File: src/rtl/aldec_pkg.sv
/*
 * constants and carrier types for the dma enable control bank of the audio link controller.
 * assumes a 32-bit word-only avalon-mm slave, one clock, async active-low reset.
 */
// Operation
// modem rx overrun halts its dma when enabled
// modem tx underrun halts its dma when enabled
// audio rx overrun halts its dma when enabled
// lowfreq tx underrun halts its dma when enabled
// center tx underrun halts its dma when enabled
// surround tx underrun halts its dma when enabled
// pcm tx underrun halts its dma when enabled
// bits 15,14 enable modem rx/tx dma
// bit 12 enables audio rx dma, reads back
// bits 11,10 enable lowfreq/center dma, read back
// bits 9,8 enable surround/pcm dma, read back
// enables reset zero; write one sets, zero ignored
// halt enable bits read back their state
// bits 31:24, 21, 13 reserved, read zero
// software sizes tx dma at least fifo depth
// disable register write one clears matching bit
// software recovers stream by disable, enable, restart
// one write sets several bits at once
package aldec_pkg;
    localparam logic [15:0] ctl_enable_set_off = 16'hf700;
    localparam logic [15:0] ctl_disable_clear_off = 16'hf704;
    localparam logic [15:0] stream_status_off = 16'hf780;
    localparam logic [31:0] ctl_reset_val = 32'h0000_0000;
    // implemented bits: 23:22, 20:14, 12:8
    localparam logic [31:0] ctl_impl_mask = 32'h00df_df00;
    localparam int dma_en_lsb = 8;
    localparam int halt_en_lsb = 16;
    localparam int num_streams = 8;
    // stream index: 0 pcm,1 surround,2 center,3 lowfreq,4 audio rx,5 unused,6 modem tx,7 modem rx
    localparam logic [7:0] stream_impl = 8'hdf;
    localparam int unsigned clk_mhz = 200;

    typedef struct packed {
        logic [7:0] err; // overrun or underrun pulse per stream
        logic [7:0] req; // raw dma request from fifo logic per stream
    } aldec_stream_in_s;

    typedef struct packed {
        logic [7:0] halted;
        logic [7:0] req;
    } aldec_stream_out_s;
endpackage

File: src/rtl/aldec_stream_gate.sv
/*
 * per-stream dma request gate with error halt latch.
 * assumes err pulses are synchronous to sys_clk.
 */
`timescale 1ns/1ps
module aldec_stream_gate (
    input wire logic sys_clk,
    input wire logic rst_b,
    input wire logic dma_en,
    input wire logic halt_en,
    input wire logic err,
    input wire logic req_in,
    output logic req_out,
    output logic halted
);
    logic halted_reg;
    logic halted_next;
    logic req_reg;

    // halt sticks until the stream is disabled; the set wins over the clear
    assign halted_next = (halt_en & err) | (halted_reg & dma_en);
    // registered so a request never glitches in the cycle the error arrives
    always_ff @(posedge sys_clk or negedge rst_b) begin
        if (!rst_b) begin
            halted_reg <= 1'b0;
            req_reg <= 1'b0;
        end else begin
            halted_reg <= halted_next;
            req_reg <= req_in & dma_en & ~halted_next & ~(halt_en & err);
        end
    end
    assign req_out = req_reg;
    assign halted = halted_reg;
endmodule // aldec_stream_gate

File: src/rtl/aldec_ctl.sv
/*
 * control enable/disable register bank with per-stream dma gating.
 * assumes a word-only avalon-mm master; byte enables other than all-ones are ignored writes.
 */
// Design decision made here: the Avalon-MM register port.
`timescale 1ns/1ps
module aldec_ctl #(
    parameter int addr_w = 16
) (
    input wire logic sys_clk,
    input wire logic rst_b,
    input wire logic [addr_w-1:0] avs_address,
    input wire logic avs_read,
    input wire logic avs_write,
    input wire logic [31:0] avs_writedata,
    input wire logic [3:0] avs_byteenable,
    output logic [31:0] avs_readdata,
    output logic avs_waitrequest,
    output logic avs_response_err,
    input wire aldec_pkg::aldec_stream_in_s stream_in,
    output aldec_pkg::aldec_stream_out_s stream_out
);
    logic [31:0] ctl_reg;
    logic [31:0] ctl_next;
    logic [31:0] rdata_reg;
    logic err_reg;
    logic ack_reg;
    logic [7:0] halted_w;
    logic [7:0] req_w;

    // one comparator shape for every mapped register
    function automatic logic addr_hit(input logic [addr_w-1:0] a, input logic [15:0] off);
        return a == addr_w'(off);
    endfunction

    wire access = (avs_read | avs_write) & ~ack_reg;
    wire hit_set = addr_hit(avs_address, aldec_pkg::ctl_enable_set_off);
    wire hit_clr = addr_hit(avs_address, aldec_pkg::ctl_disable_clear_off);
    wire hit_sts = addr_hit(avs_address, aldec_pkg::stream_status_off);
    wire full_word = avs_byteenable == 4'hf;
    wire wr_set = access & avs_write & hit_set & full_word;
    wire wr_clr = access & avs_write & hit_clr & full_word;
    wire unmapped = ~(hit_set | hit_clr | hit_sts);
    wire [31:0] wmask = avs_writedata & aldec_pkg::ctl_impl_mask;
    wire [31:0] rd_mux = hit_sts ? {16'h0000, halted_w, req_w} :
                         (hit_set | hit_clr) ? ctl_reg : 32'h0000_0000;

    // set on one, zero ignored; all ones of one word take effect together
    assign ctl_next = wr_set ? (ctl_reg | wmask) :
                      wr_clr ? (ctl_reg & ~wmask) : ctl_reg;

    always_ff @(posedge sys_clk or negedge rst_b) begin
        if (!rst_b) begin
            ctl_reg <= aldec_pkg::ctl_reset_val;
            rdata_reg <= 32'h0000_0000;
            err_reg <= 1'b0;
            ack_reg <= 1'b0;
        end else begin
            ctl_reg <= ctl_next;
            ack_reg <= access;
            if (access) begin
                rdata_reg <= avs_read ? rd_mux : 32'h0000_0000;
                err_reg <= unmapped | ~full_word;
            end
        end
    end

    // one wait cycle: request sampled, answered at the next edge
    assign avs_waitrequest = (avs_read | avs_write) & ~ack_reg;
    assign avs_readdata = rdata_reg;
    assign avs_response_err = err_reg;

    genvar gi;
    generate
        for (gi = 0; gi < aldec_pkg::num_streams; gi++) begin : g_stream
            if (aldec_pkg::stream_impl[gi]) begin : g_on
                aldec_stream_gate u_gate (
                    .sys_clk(sys_clk),
                    .rst_b(rst_b),
                    .dma_en(ctl_reg[aldec_pkg::dma_en_lsb + gi]),
                    .halt_en(ctl_reg[aldec_pkg::halt_en_lsb + gi]),
                    .err(stream_in.err[gi]),
                    .req_in(stream_in.req[gi]),
                    .req_out(req_w[gi]),
                    .halted(halted_w[gi])
                );
            end else begin : g_off
                assign req_w[gi] = 1'b0;
                assign halted_w[gi] = 1'b0;
            end
        end
    endgenerate

    assign stream_out.req = req_w;
    assign stream_out.halted = halted_w;
endmodule // aldec_ctl

File: config.mk
export PLATFORM = sky130hd
export DESIGN_NAME = aldec_ctl
export DESIGN_NICKNAME = d
export VERILOG_FILES = /design/src/rtl/aldec_pkg.sv /design/src/rtl/aldec_stream_gate.sv /design/src/rtl/aldec_ctl.sv
export SDC_FILE = /design/constraint.sdc
export NUM_CORES = 1
export LEC_CHECK = 0
export BUFFER_PORTS_ARGS = -buffer_cell sky130_fd_sc_hd__clkbuf_2
export CAP_MARGIN = 20
export CORE_UTILIZATION = 46
export CTS_BUF_LIST = sky130_fd_sc_hd__clkbuf_4
export DETAILED_ROUTE_END_ITERATION = 7
export PLACE_DENSITY = 0.86
export SKIP_CTS_REPAIR_TIMING = 1
export SLEW_MARGIN = 0
export SYNTH_ARGS = -nofsm -noshare
export SYNTH_HDL_FRONTEND = slang
export SYNTH_SLANG_ARGS = --single-unit
File: constraint.sdc
create_clock -name sys_clk -period 1.8 [get_ports sys_clk]
set_input_delay 0 -clock sys_clk [delete_from_list [all_inputs] [get_ports sys_clk]]
set_output_delay 0 -clock sys_clk [all_outputs]
set_load 0.03 [all_outputs]
# Word-level counts from Yosys, hierarchy flattened
# Cells that the tools add are included.
[totals]
ff_bits = 80
inputBits = 72
[op_classes]
n_eq_ne = 4
muxes = 5
bitwise_logic = 72
n_reduce_logical = 1
[ops]
columns = ["cell", "count"]
rows = [
  ["2-to-1 mux 32 bit", 5],
  ["== test 16 bit, second input constant", 3],
  ["bitwise AND 1 bit", 41],
  ["bitwise AND 32 bit", 1],
  ["NOT 24 -> 32 bit", 1],
  ["bitwise OR 32 x 24 -> 32 bit", 1],
  ["NOT 1 bit", 17],
  ["bitwise OR 1 bit", 11],
  ["== test 4 bit, second input constant", 1],
  ["nonzero test 2 bit", 1],
]

# Depth between registers and ports, before layout
# Gate-level depths: netlist (run 1).
[logic_depth]
depth_word = 7
depth_mapped = 6
mapped_depth_nobuf = 4

# Hierarchy
# Synthesis (run 1) repeated with hierarchy kept, for this count alone.
[unflattened]
cells_unflattened = 188
hier_area_um2 = 2279.7
[by_module_without_submodules]
columns = ["mod", "instances", "cells_each", "area_per_inst_um2", "seq_area_each_um2"]
rows = [
  ["aldec_ctl", 1, 153, 1745.4, 925.9],
  ["aldec_stream_gate", 7, 5, 76.3, 50.0],
]

# Worst setup path after synthesis (run 1)
# Ideal clock, no wire load.
[synth_timing]
path_kind = "reg2reg"
start = "register ack_reg"
end = "register with a tool-made name"
setup_time_ps = 135
t_arrival_ps = 1290
required_ps = 1665
path_slack_ps = 376
path_stages_with_launch = 7
path_buffers = 2
path_cell_list = "dfrtp_1 -> nor3_1 -> nand4_2 -> buf_6 -> buf_6 -> o21ai_0 -> o31ai_1"
[synth_lines]
columns = ["element", "line", "text"]
rows = [
  ["from (decl)", "aldec_ctl.sv:27", "logic ack_reg;"],
  ["from (signal assigned)", "aldec_ctl.sv:60", "ack_reg <= access;"],
]

# Worst setup path in the final report (run 1)
[layout_timing]
start = "register ack_reg"
end = "register rdata_reg[17] (netlist: avs_readdata[17])"
[layout_between]
elab_chain_cells = 2
[layout_lines]
columns = ["element", "line", "text"]
rows = [
  ["NOT 1 bit", "aldec_ctl.sv:36", "wire access = (avs_read | avs_write) & ~ack_reg;"],
  ["bitwise AND 1 bit", "aldec_ctl.sv:36", ""],
  ["to (signal assigned)", "aldec_ctl.sv:62", "rdata_reg <= avs_read ? rd_mux : 32'h0000_0000;"],
  ["to (decl)", "aldec_ctl.sv:25", "logic [31:0] rdata_reg;"],
]
# No other way between the ends.
# A chain may end at the register's enable or synchronous reset.

==> results of run 1 <==
[cells by family (layout without fill, tap and decap cells)]
kind of cell,count (synthesis),count (layout),synth area share (%)
AO/OA/AOI/OAI,58,58,19.5
AND/OR/NAND/NOR,53,53,13.1
other,1,13,0.162
flip-flops,51,51,55.1
buffers and inverters,39,138,12.1
[placed cells by master, fill, tap and decap left out, drive strengths merged]
cell	count
and2	7
dlygate4sd3	35
nor2b	1
nor4	1
bufinv	1
and4	2
nand2	12
dfrtp	51
a221o	7
and4b	1
nor2	9
buf	7
o31ai	14
clkbuf	94
nand2b	1
inv	1
a22o	21
conb	13
o21bai	1
nor3	3
o21ai	15
nand3	14
nand4	2
[where the power goes]
| part | internal, uW | total [uW] | switching, uW |
|---|---|---|---|
| combinational | 103 | 249 | 146 |
| sequential | 1150 | 1160 | 5.93 |
| clock | 302 | 632 | 331 |
[synthesized netlist by cell type (all sizes together)]
cell type   n
nor2b       1
nor4        1
and4        2
dfrtp      51
nand2b      1
a22o       21
nand2      12
nand3      14
o21ai      15
o21bai      1
a221o       7
and2        7
buf        33
o31ai      14
nor3        3
and4b       1
nand4       2
nor2        9
clkbuf      5
inv         1
conb        1
[path summary, 6_finish.rpt]
| check | startpoint | slack (ns) | end | cells past startpoint |
|---|---|---|---|---|
| worst max register to register | ack_reg | 0.15 | avs_readdata[17] | 6 |
| worst max-delay path | ack_reg | 0.15 | avs_readdata[17] | 6 |
| min in group asynchronous | rst_b | 0.15 | avs_readdata[19] | 2 |
| max in group asynchronous | rst_b | 1.11 | g_stream[3].g_on.u_gate.halted | 3 |
| worst min register to register | g_stream[4].g_on.u_gate.req_out | 0.51 | avs_readdata[4] | 1 |
| worst min-delay path | avs_address[7] | 0.02 | avs_response_err | 5 |
[per-layer routing]
layer / track usage, % / part of all wire (%) / vias up
met4: 7.63 / 1.9 / 0
met1: 26.4 / 41 / 948
met2: 35.2 / 50 / 92
li1: - / - / 927
met5: 0 / 0 / -
met3: 5.25 / 7.2 / 13
[worst reg2reg max path, cell delays in order, from the launching register on]
cell and delay [ns]:
dfrtp_1 0.43, nor3_1 0.31, nand4_2 0.19, buf_4 0.25, nor2_1 0.12, buf_4 0.16
a22o_1 0.15
[layout make-up]
type	instances	area share, %
multi-input combinational	124	26.0
clock inverter	1	0.968
tap	67	2.70
timing repair buffer	130	27.6
sequential	51	41.1
clock buffer	6	1.45
inverter	1	0.121
[per-stage QoR]
stage / hold slack, ns / utilization (%) / setup slack (ns) / instances
floorplan: -0.296 / - / 0.376 / 214
global placement: 0.00586 / 55.9 / 0.311 / 338
detailed placement: 0.0162 / 55.9 / 0.187 / 338
CTS: -0.387 / 57.5 / 0.163 / 345
global route: 0.0218 / 64.8 / 0.0484 / 380
finish: 0.0227 / 64.8 / 0.148 / 380
==> out/results.txt, run 1 <==
Seq/Total Area, Yosys - 55.1%
IO buf count - 88
Routed wire length - 5.56 mm
# nets final - 385
Hold Vio Cnt, Final - 0
Worst Hold Class - input pin to register
Crit path DAT - 1.96 ns
Tmin final - 1.65 ns
Status - complete, no violations
Max FO, Critical Path - 29
RSZ-0062 raised after global routing - false
#FFs+latches synth - 51
1st-iter DRT viols - 146
Synthesis Warnings - 0
Clock Skew - 0.0118 ns
Reg clk slew, reported paths - 0.13 ns
1st-pass router iterations - 4
Cts bufs inserted - 5
Dpl hpwl - 3.88 mm
Wire per inst - 14.6 um
Row Count - 25
Tot Pwr - 2040 uW
Crit path largest cell delay - 0.43 ns
Vias after detailed routing - 1,980
Startpoint Class - register
Diodes inserted - 0
Clk Latency, worst-skew pair - 0.36 ns
Fill cells - 394
H-tree lvl count - 2
Slew HR - 50.8%
Setup TNS - 0 ns
Total core area - 4790 um^2
Vias per cell - 5.21
Leading area contributor after synthesis - dfrtp_1
Synthesis-to-finish area growth - 34.0%
Initial core utilization - 48.4%
Measured slew at the worst slew-check pin - 0.737 ns
Layout cells sized above 1 - 36.4%
Largest net degree at the start of global routing - 32
DIE HEIGHT - 72.9 um
Power per cell area - 658 nW/um^2
GR Overflow Total - 0
Die area - 5320 um^2
DP Area - 2680 um^2
Worst VDD drop - 414 uV
Total GRT Usage - 21.0%
Num ports - 122
CP dominant cell by count - buf_4
Area of the mapped netlist - 2310 um^2
Critical Path Sink Type - register
Die extent in x - 72.9 um
Final Max Slew Viols - 0
Final RePlAce weighted congestion - 0.811
Worst path slowest cell - dfrtp_1
Initial antenna violation count - 0
Setup-failing EPs final - 0
CTS tree - done
CP Cell Sequence - nor3_1, nand4_2, buf_4, nor2_1, buf_4, a22o_1
Syn Inst Count - 202
Syn avg cell area - 11.5 um^2
Multi-input logic area - 807 um^2
DRC Markers - 0
Number of global-route vias before repair - 1,748
Synth area leaders - dfrtp_1, buf_4, a22o_1, o31ai_1, a221o_2
CP top delay family - simple AND/OR/NAND/NOR gates
Cell leakage power - 0.00162 uW
Distinct cell type count after synthesis - 26
First-pass GRT wire length - 8.38 mm
Share of the synthesized area in the top cell type - 55.1%
Antenna viol nets, final - 0
CTS Root Buffer Type - clkbuf_4
Period utilization - 91.8%
Worst path required time - 2.10 ns
Final Instance Area - 3100 um^2
Maxcap violations - 0
F_max - 605 MHz
Clk buf depth - 2
WS Path Type - register to register
CP Buf/Inv Count - 2
Clock sinks - 51
FF+latch area - 1280 um^2
Power figures use the tool's default switching activity.
==> run 2, diff against run 1 <==
--- a/config.mk
+++ b/config.mk
@@ -10,7 +10,8 @@
 export CORE_UTILIZATION = 46
 export CTS_BUF_LIST = sky130_fd_sc_hd__clkbuf_4
 export DETAILED_ROUTE_END_ITERATION = 7
-export PLACE_DENSITY = 0.86
+export PLACE_DENSITY = 0.88
+export REMOVE_ABC_BUFFERS = 1
 export SKIP_CTS_REPAIR_TIMING = 1
 export SLEW_MARGIN = 0
 export SYNTH_ARGS = -nofsm -noshare
==> run 2 against run 1 <==
Sequential share of layout area decreased by 0.30 points. Register-to-register slack gained 0.07 ns. Fmax grew 3.0%. Flip-flop and latch count unchanged. Clock power fell by 20%. Non-clock buffer count is 4 higher. Critical path depth decreased by 2. Utilization increased by 0.47 points. First-iteration DRC count fell by 21%. Hold slack lost 0.020 ns. Critical path type is now register to primary output.
==> out/results.txt, run 2 (synthesis results as in run 1) <==
Status - complete, no violations
Measured slew at the worst slew-check pin - 0.606 ns (-0.132 ns)
Hold Vio Cnt, Final - 0 (unchanged)
Worst VDD drop - 300 uV (-28%)
Cts bufs inserted - 5 (unchanged)
Layout cells sized above 1 - 37.1% (+0.69 points)
WS Path Type - register to primary output
Total GRT Usage - 20.0% (-0.99 points)
Power per cell area - 616 nW/um^2 (-6.3%)
1st-pass router iterations - 4 (unchanged)
Min-Delay Startpoint - avs_address[7]
DP Area - 2700 um^2 (+0.84%)
Clk buf depth - 2 (unchanged)
CP top delay family - buffers and inverters
CP Buf/Inv Count - 3 (+1)
RSZ-0062 raised after global routing - false
Initial antenna violation count - 0 (unchanged)
Number of global-route vias before repair - 1,743 (-0.29%)
Cell leakage power - 0.00163 uW (+0.73%)
Setup-failing EPs final - 0 (unchanged)
Total core area - 4790 um^2 (unchanged)
Maxcap violations - 0 (unchanged)
Setup TNS - 0 ns (unchanged)
Worst Hold Class - input pin to register
Largest net degree at the start of global routing - 30 (-6.3%)
Most frequent cells in the layout - clkbuf_2, dfrtp_1, dlygate4sd3_1, a22o_1, o21ai_0
H-tree lvl count - 2 (unchanged)
Fill cells - 404 (+2.5%)
F_max - 623 MHz (+3.0%)
Startpoint Class - register
Dpl hpwl - 3.70 mm (-4.5%)
DRC Markers - 0 (unchanged)
CTS Root Buffer Type - clkbuf_4
Clock sinks - 51 (unchanged)
Tmin final - 1.60 ns (-0.0479 ns)
GR Overflow Total - 0 (unchanged)
Reg2reg start - ack_reg
Worst path required time - 1.80 ns (-0.30 ns)
Reg clk slew, reported paths - 0.14 ns (about the same)
Crit path DAT - 1.60 ns (-0.36 ns)
Crit path largest cell delay - 0.45 ns (+0.02 ns)
Most common cell after layout, fill and taps aside - clkbuf_2
Slew HR - 59.6% (+8.8 points)
Synthesis-to-finish area growth - 35.0%
Crit path from - ack_reg
Clock Skew - 0.0101 ns (-0.00174 ns)
Vias after detailed routing - 2,020 (+2.0%)
Num ports - 122 (unchanged)
Final Instance Area - 3120 um^2 (+0.73%)
Period utilization - 89.1% (-2.7 points)
Initial core utilization - 48.4% (unchanged)
Max FO, Critical Path - 17 (-41%)
Antenna viol nets, final - 0 (unchanged)
Row Count - 25 (unchanged)
IO buf count - 88 (unchanged)
Wire per inst - 15.2 um (+3.7%)
Critical Path Sink Type - primary output
Worst reg2reg setup slack - 0.22 ns (+0.07 ns)
Reg2reg path depth - 6 (unchanged)
Final RePlAce weighted congestion - 0.765 (-5.7%)
Vias per cell - 5.25 (+0.70%)
Die extent in x - 72.9 um (unchanged)
Reg2reg end - avs_readdata[16]
Die area - 5320 um^2 (unchanged)
Clk Latency, worst-skew pair - 0.35 ns (about the same)
Fin util - 65.3% (+0.47 points)
Final Max Slew Viols - 0 (unchanged)
Worst path slowest cell - dfrtp_1
CP Cell Sequence - o21bai_4, buf_4, inv_1, clkbuf_2
CTS tree - done
DIE HEIGHT - 72.9 um (unchanged)
Crit. path cell count - 4 (-2)
Diodes inserted - 0 (unchanged)
1st-iter DRT viols - 116 (-21%)
First-pass GRT wire length - 7.94 mm (-5.3%)
Worst setup path endpoint - avs_waitrequest
Routed wire length - 5.84 mm (+5.1%)
# nets final - 389 (+1.0%)
[run 2: changes by cell type in the layout (fill, tap and decap cells not counted)]
| cell | delta |
|---|---|
| o21bai_2 | -1 |
| clkinv_2 | +1 |
| clkinvlp_4 | +1 |
| o21bai_4 | +1 |
| buf_4 | +3 |
| bufinv_16 | -1 |
| dlygate4sd3_1 | +1 |
[run 2: worst reg2reg max path: stages (launching register included)]
cell	delay, ns
dfrtp_1	0.45
nor3_1	0.24
nand4_2	0.18
buf_4	0.24
nor2_1	0.11
buf_4	0.17
a22o_1	0.15
[run 2: worst min path at each step]
stage | endpoint | depth (start not counted) | slack [ns]
3_3_place_gp | avs_readdata[11] | 1 | 0.03
6_report | avs_response_err | 5 | 0.003
3_5_place_dp | avs_readdata[3] | 1 | 0.03
4_1_cts | avs_readdata[3] | 1 | -0.38
5_1_grt | avs_response_err | 5 | 0.02
2_1_floorplan | asynchronous set/reset pin | 0 | -0.30
[run 2: cell type report]
class	count	area [um^2]	area share, %
well taps	67	83.8	2.68
flip-flops and latches	51	1280	40.8
clock inverters	2	12.5	0.400
clock buffers	6	45.0	1.44
multi-input cells	124	815	26.1
repair buffers	134	888	28.4
inverters	1	3.75	0.120
[run 2: metrics by stage]
stage | cells | power [uW] | hold WS (ns) | setup WS, ns
after floorplan | 176 | 1260 | -0.296 | -0.0513
after global placement | 341 | 1380 | 0.0293 | 0.305
after detailed placement | 341 | 1390 | 0.0281 | 0.257
after CTS | 349 | 1890 | -0.379 | 0.00716
after global routing | 385 | 2000 | 0.0246 | 0.110
final | 385 | 1920 | 0.00275 | 0.196
[run 2: per-layer routing]
metal  vias to the layer above  track usage, %  share of wire, %
li1                        933               -                 -
met5                         -               0                 0
met3                         8            3.45               5.9
met2                       114            35.3                53
met4                         0            6.54               1.3
met1                       965            24.9                39
[run 2: where the power goes]
group,switching (uW),leakage [uW],internal (uW)
clock,337,0.0000317,166
sequential,5.65,0.000708,1150
combinational,152,0.000890,110
==> run 3, diff against run 2 <==
--- a/config.mk
+++ b/config.mk
@@ -7,7 +7,9 @@
 export LEC_CHECK = 0
 export BUFFER_PORTS_ARGS = -buffer_cell sky130_fd_sc_hd__clkbuf_2
 export CAP_MARGIN = 20
-export CORE_UTILIZATION = 46
+export CELL_PAD_IN_SITES_DETAIL_PLACEMENT = 0
+export CELL_PAD_IN_SITES_GLOBAL_PLACEMENT = 1
+export CORE_UTILIZATION = 34
 export CTS_BUF_LIST = sky130_fd_sc_hd__clkbuf_4
 export DETAILED_ROUTE_END_ITERATION = 7
 export PLACE_DENSITY = 0.88
==> run 3 against run 2 <==
The flow now finishes with violations (DRC, hold timing). Utilization shrank 16 points. Power rose by 6.8%. Non-clock buffer count is the same. Final area increased by 1.2%. Routed wire length shrank 3.4%. Register-to-register slack better by 0.02 ns. Setup slack better by 0.040 ns. Flip-flop and latch count did not move. Critical path type is now register to register. Largest cell class unchanged. Largest power group unchanged. Highest routed layer unchanged.
==> out/results.txt, run 3 (synthesis results as in run 1) <==
Max FO, Critical Path - 17 (unchanged)
Number of global-route vias before repair - 1,729 (-0.80%)
Reg2reg start - ack_reg
Clk buf depth - 2 (unchanged)
Worst path slowest cell - dfrtp_1
Die extent in x - 84.5 um (+16%)
Measured slew at the worst slew-check pin - 0.612 ns (+0.00645 ns)
Crit path largest cell delay - 0.43 ns (-0.02 ns)
Place WS - 0.256 ns (-0.000890 ns)
Initial antenna violation count - 0 (unchanged)
Fin util - 49.0% (-16 points)
Num ports - 122 (unchanged)
Period utilization - 86.9% (-2.2 points)
# nets final - 389 (unchanged)
CTS Root Buffer Type - clkbuf_4
Setup-failing EPs final - 0 (unchanged)
Reg2reg end - avs_readdata[18]
1st-iter DRT viols - 78 (-33%)
Initial core utilization - 35.8% (-13 points)
F_max - 639 MHz (+2.5%)
Status - finished, violations left
Routed wire length - 5.64 mm (-3.4%)
Worst setup margin - 0.235 ns (+0.0396 ns)
DRC Markers - 5 (+5)
H-tree lvl count - 2 (unchanged)
Largest net degree at the start of global routing - 32 (+6.7%)
RSZ-0062 raised after global routing - false
Final RePlAce weighted congestion - 0.728 (-4.8%)
CP dominant cell by count - buf_4
Final Instance Area - 3160 um^2 (+1.2%)
Die area - 7140 um^2 (+34%)
First-pass GRT wire length - 8.67 mm (+9.2%)
Most frequent cells in the layout - clkbuf_2, dfrtp_1, dlygate4sd3_1, a22o_1, o21ai_0
Critical Path Sink Type - register
Setup TNS - 0 ns (unchanged)
Layout cells sized above 1 - 36.5% (-0.63 points)
WS Path Type - register to register
CP Cell Sequence - nor3_1, nand4_2, buf_4, nor2_1, buf_4, a22o_1
Hold slack final - -0.00476 ns (-0.00751 ns)
Cell leakage power - 0.00164 uW (+0.86%)
Reg2reg path depth - 6 (unchanged)
Maxcap violations - 0 (unchanged)
Tmin final - 1.56 ns (-0.0396 ns)
Most common cell after layout, fill and taps aside - clkbuf_2
Reg clk slew, reported paths - 0.14 ns (about the same)
1st-pass router iterations - 7 (+3)
IO buf count - 88 (unchanged)
Antenna viol nets, final - 0 (unchanged)
Cts bufs inserted - 5 (unchanged)
Wire per inst - 14.3 um (-5.9%)
Crit path DAT - 1.87 ns (+0.27 ns)
Worst path required time - 2.11 ns (+0.31 ns)
Crit. path cell count - 6 (+2)
Hold Vio Cnt, Final - 1 (+1)
CP Buf/Inv Count - 2 (-1)
Clk Latency, worst-skew pair - 0.36 ns (about the same)
Diodes inserted - 0 (unchanged)
Clock Skew - 0.00857 ns (-0.00154 ns)
DP Area - 2720 um^2 (+0.65%)
Row Count - 29 (+16%)
Worst reg2reg setup slack - 0.24 ns (+0.02 ns)
Worst setup path endpoint - avs_readdata[18]
Dpl hpwl - 3.88 mm (+5.0%)
Startpoint Class - register
Clock sinks - 51 (unchanged)
GR Overflow Total - 0 (unchanged)
CP top delay family - simple AND/OR/NAND/NOR gates
Final Max Slew Viols - 0 (unchanged)
Worst Hold Class - input pin to register
Total core area - 6460 um^2 (+35%)
Synthesis-to-finish area growth - 36.6%
Failing checks - DRC, hold timing
Slew HR - 59.2% (-0.43 points)
Crit path from - ack_reg
Vias after detailed routing - 1,928 (-4.6%)
Total GRT Usage - 15.9% (-4.1 points)
Worst VDD drop - 300 uV (about the same)
DIE HEIGHT - 84.5 um (+16%)
Power per cell area - 650 nW/um^2 (+5.5%)
CTS tree - done
Vias per cell - 4.88 (-7.0%)
[run 3: layout make-up]
type / count / area [um^2]
Sequential cell: 51 / 1280
Inverter: 1 / 3.75
Timing Repair Buffer: 134 / 903
Multi-Input combinational cell: 124 / 807
Fill cell: 625 / 3300
Tap cell: 77 / 96.3
Clock inverter: 3 / 38.8
Clock buffer: 5 / 37.5
[run 3: worst min-delay path by stage]
stage                        start                         end  slack [ns]  cells past startpoint
CTS                          rst_b                     ack_reg       -0.40                      1
finish              avs_address[7]            avs_response_err      -0.005                      5
floorplan                    rst_b  asynchronous set/reset pin       -0.30                      0
detailed placement           rst_b             avs_readdata[3]        0.02                      1
global route              avs_read                     ack_reg        0.03                      3
global placement             rst_b             avs_readdata[3]        0.02                      1
[run 3: worst min-delay path, stage by stage]
cell and delay [ns]:
clkbuf_2 0.11, nand2_1 0.05, nand2_1 0.05, o21ai_0 0.06, nand2_1 0.06
[run 3: power breakdown]
| group | leakage (uW) | switching (uW) | internal (uW) | total [uW] |
|---|---|---|---|---|
| Clock | 0.0000426 | 345 | 286 | 631 |
| Combinational | 0.000893 | 152 | 114 | 267 |
| Sequential | 0.000708 | 4.86 | 1150 | 1160 |
[run 3: per-stage QoR]
step           hold WS, ns  power [uW]  instances
2_1_floorplan       -0.296        1260        176
3_3_place_gp        0.0177        1400        350
3_5_place_dp        0.0163        1400        350
4_1_cts             -0.397        2030        358
5_1_grt             0.0265        2140        395
6_report          -0.00476        2060        395
[run 3: layer usage]
metal,vias up,share of wire (%),track usage (%)
li1,930,-,-
met1,911,45,21.4
met2,80,49,26.0
met3,7,5.1,3.24
met4,0,1.6,5.08
met5,-,0,0
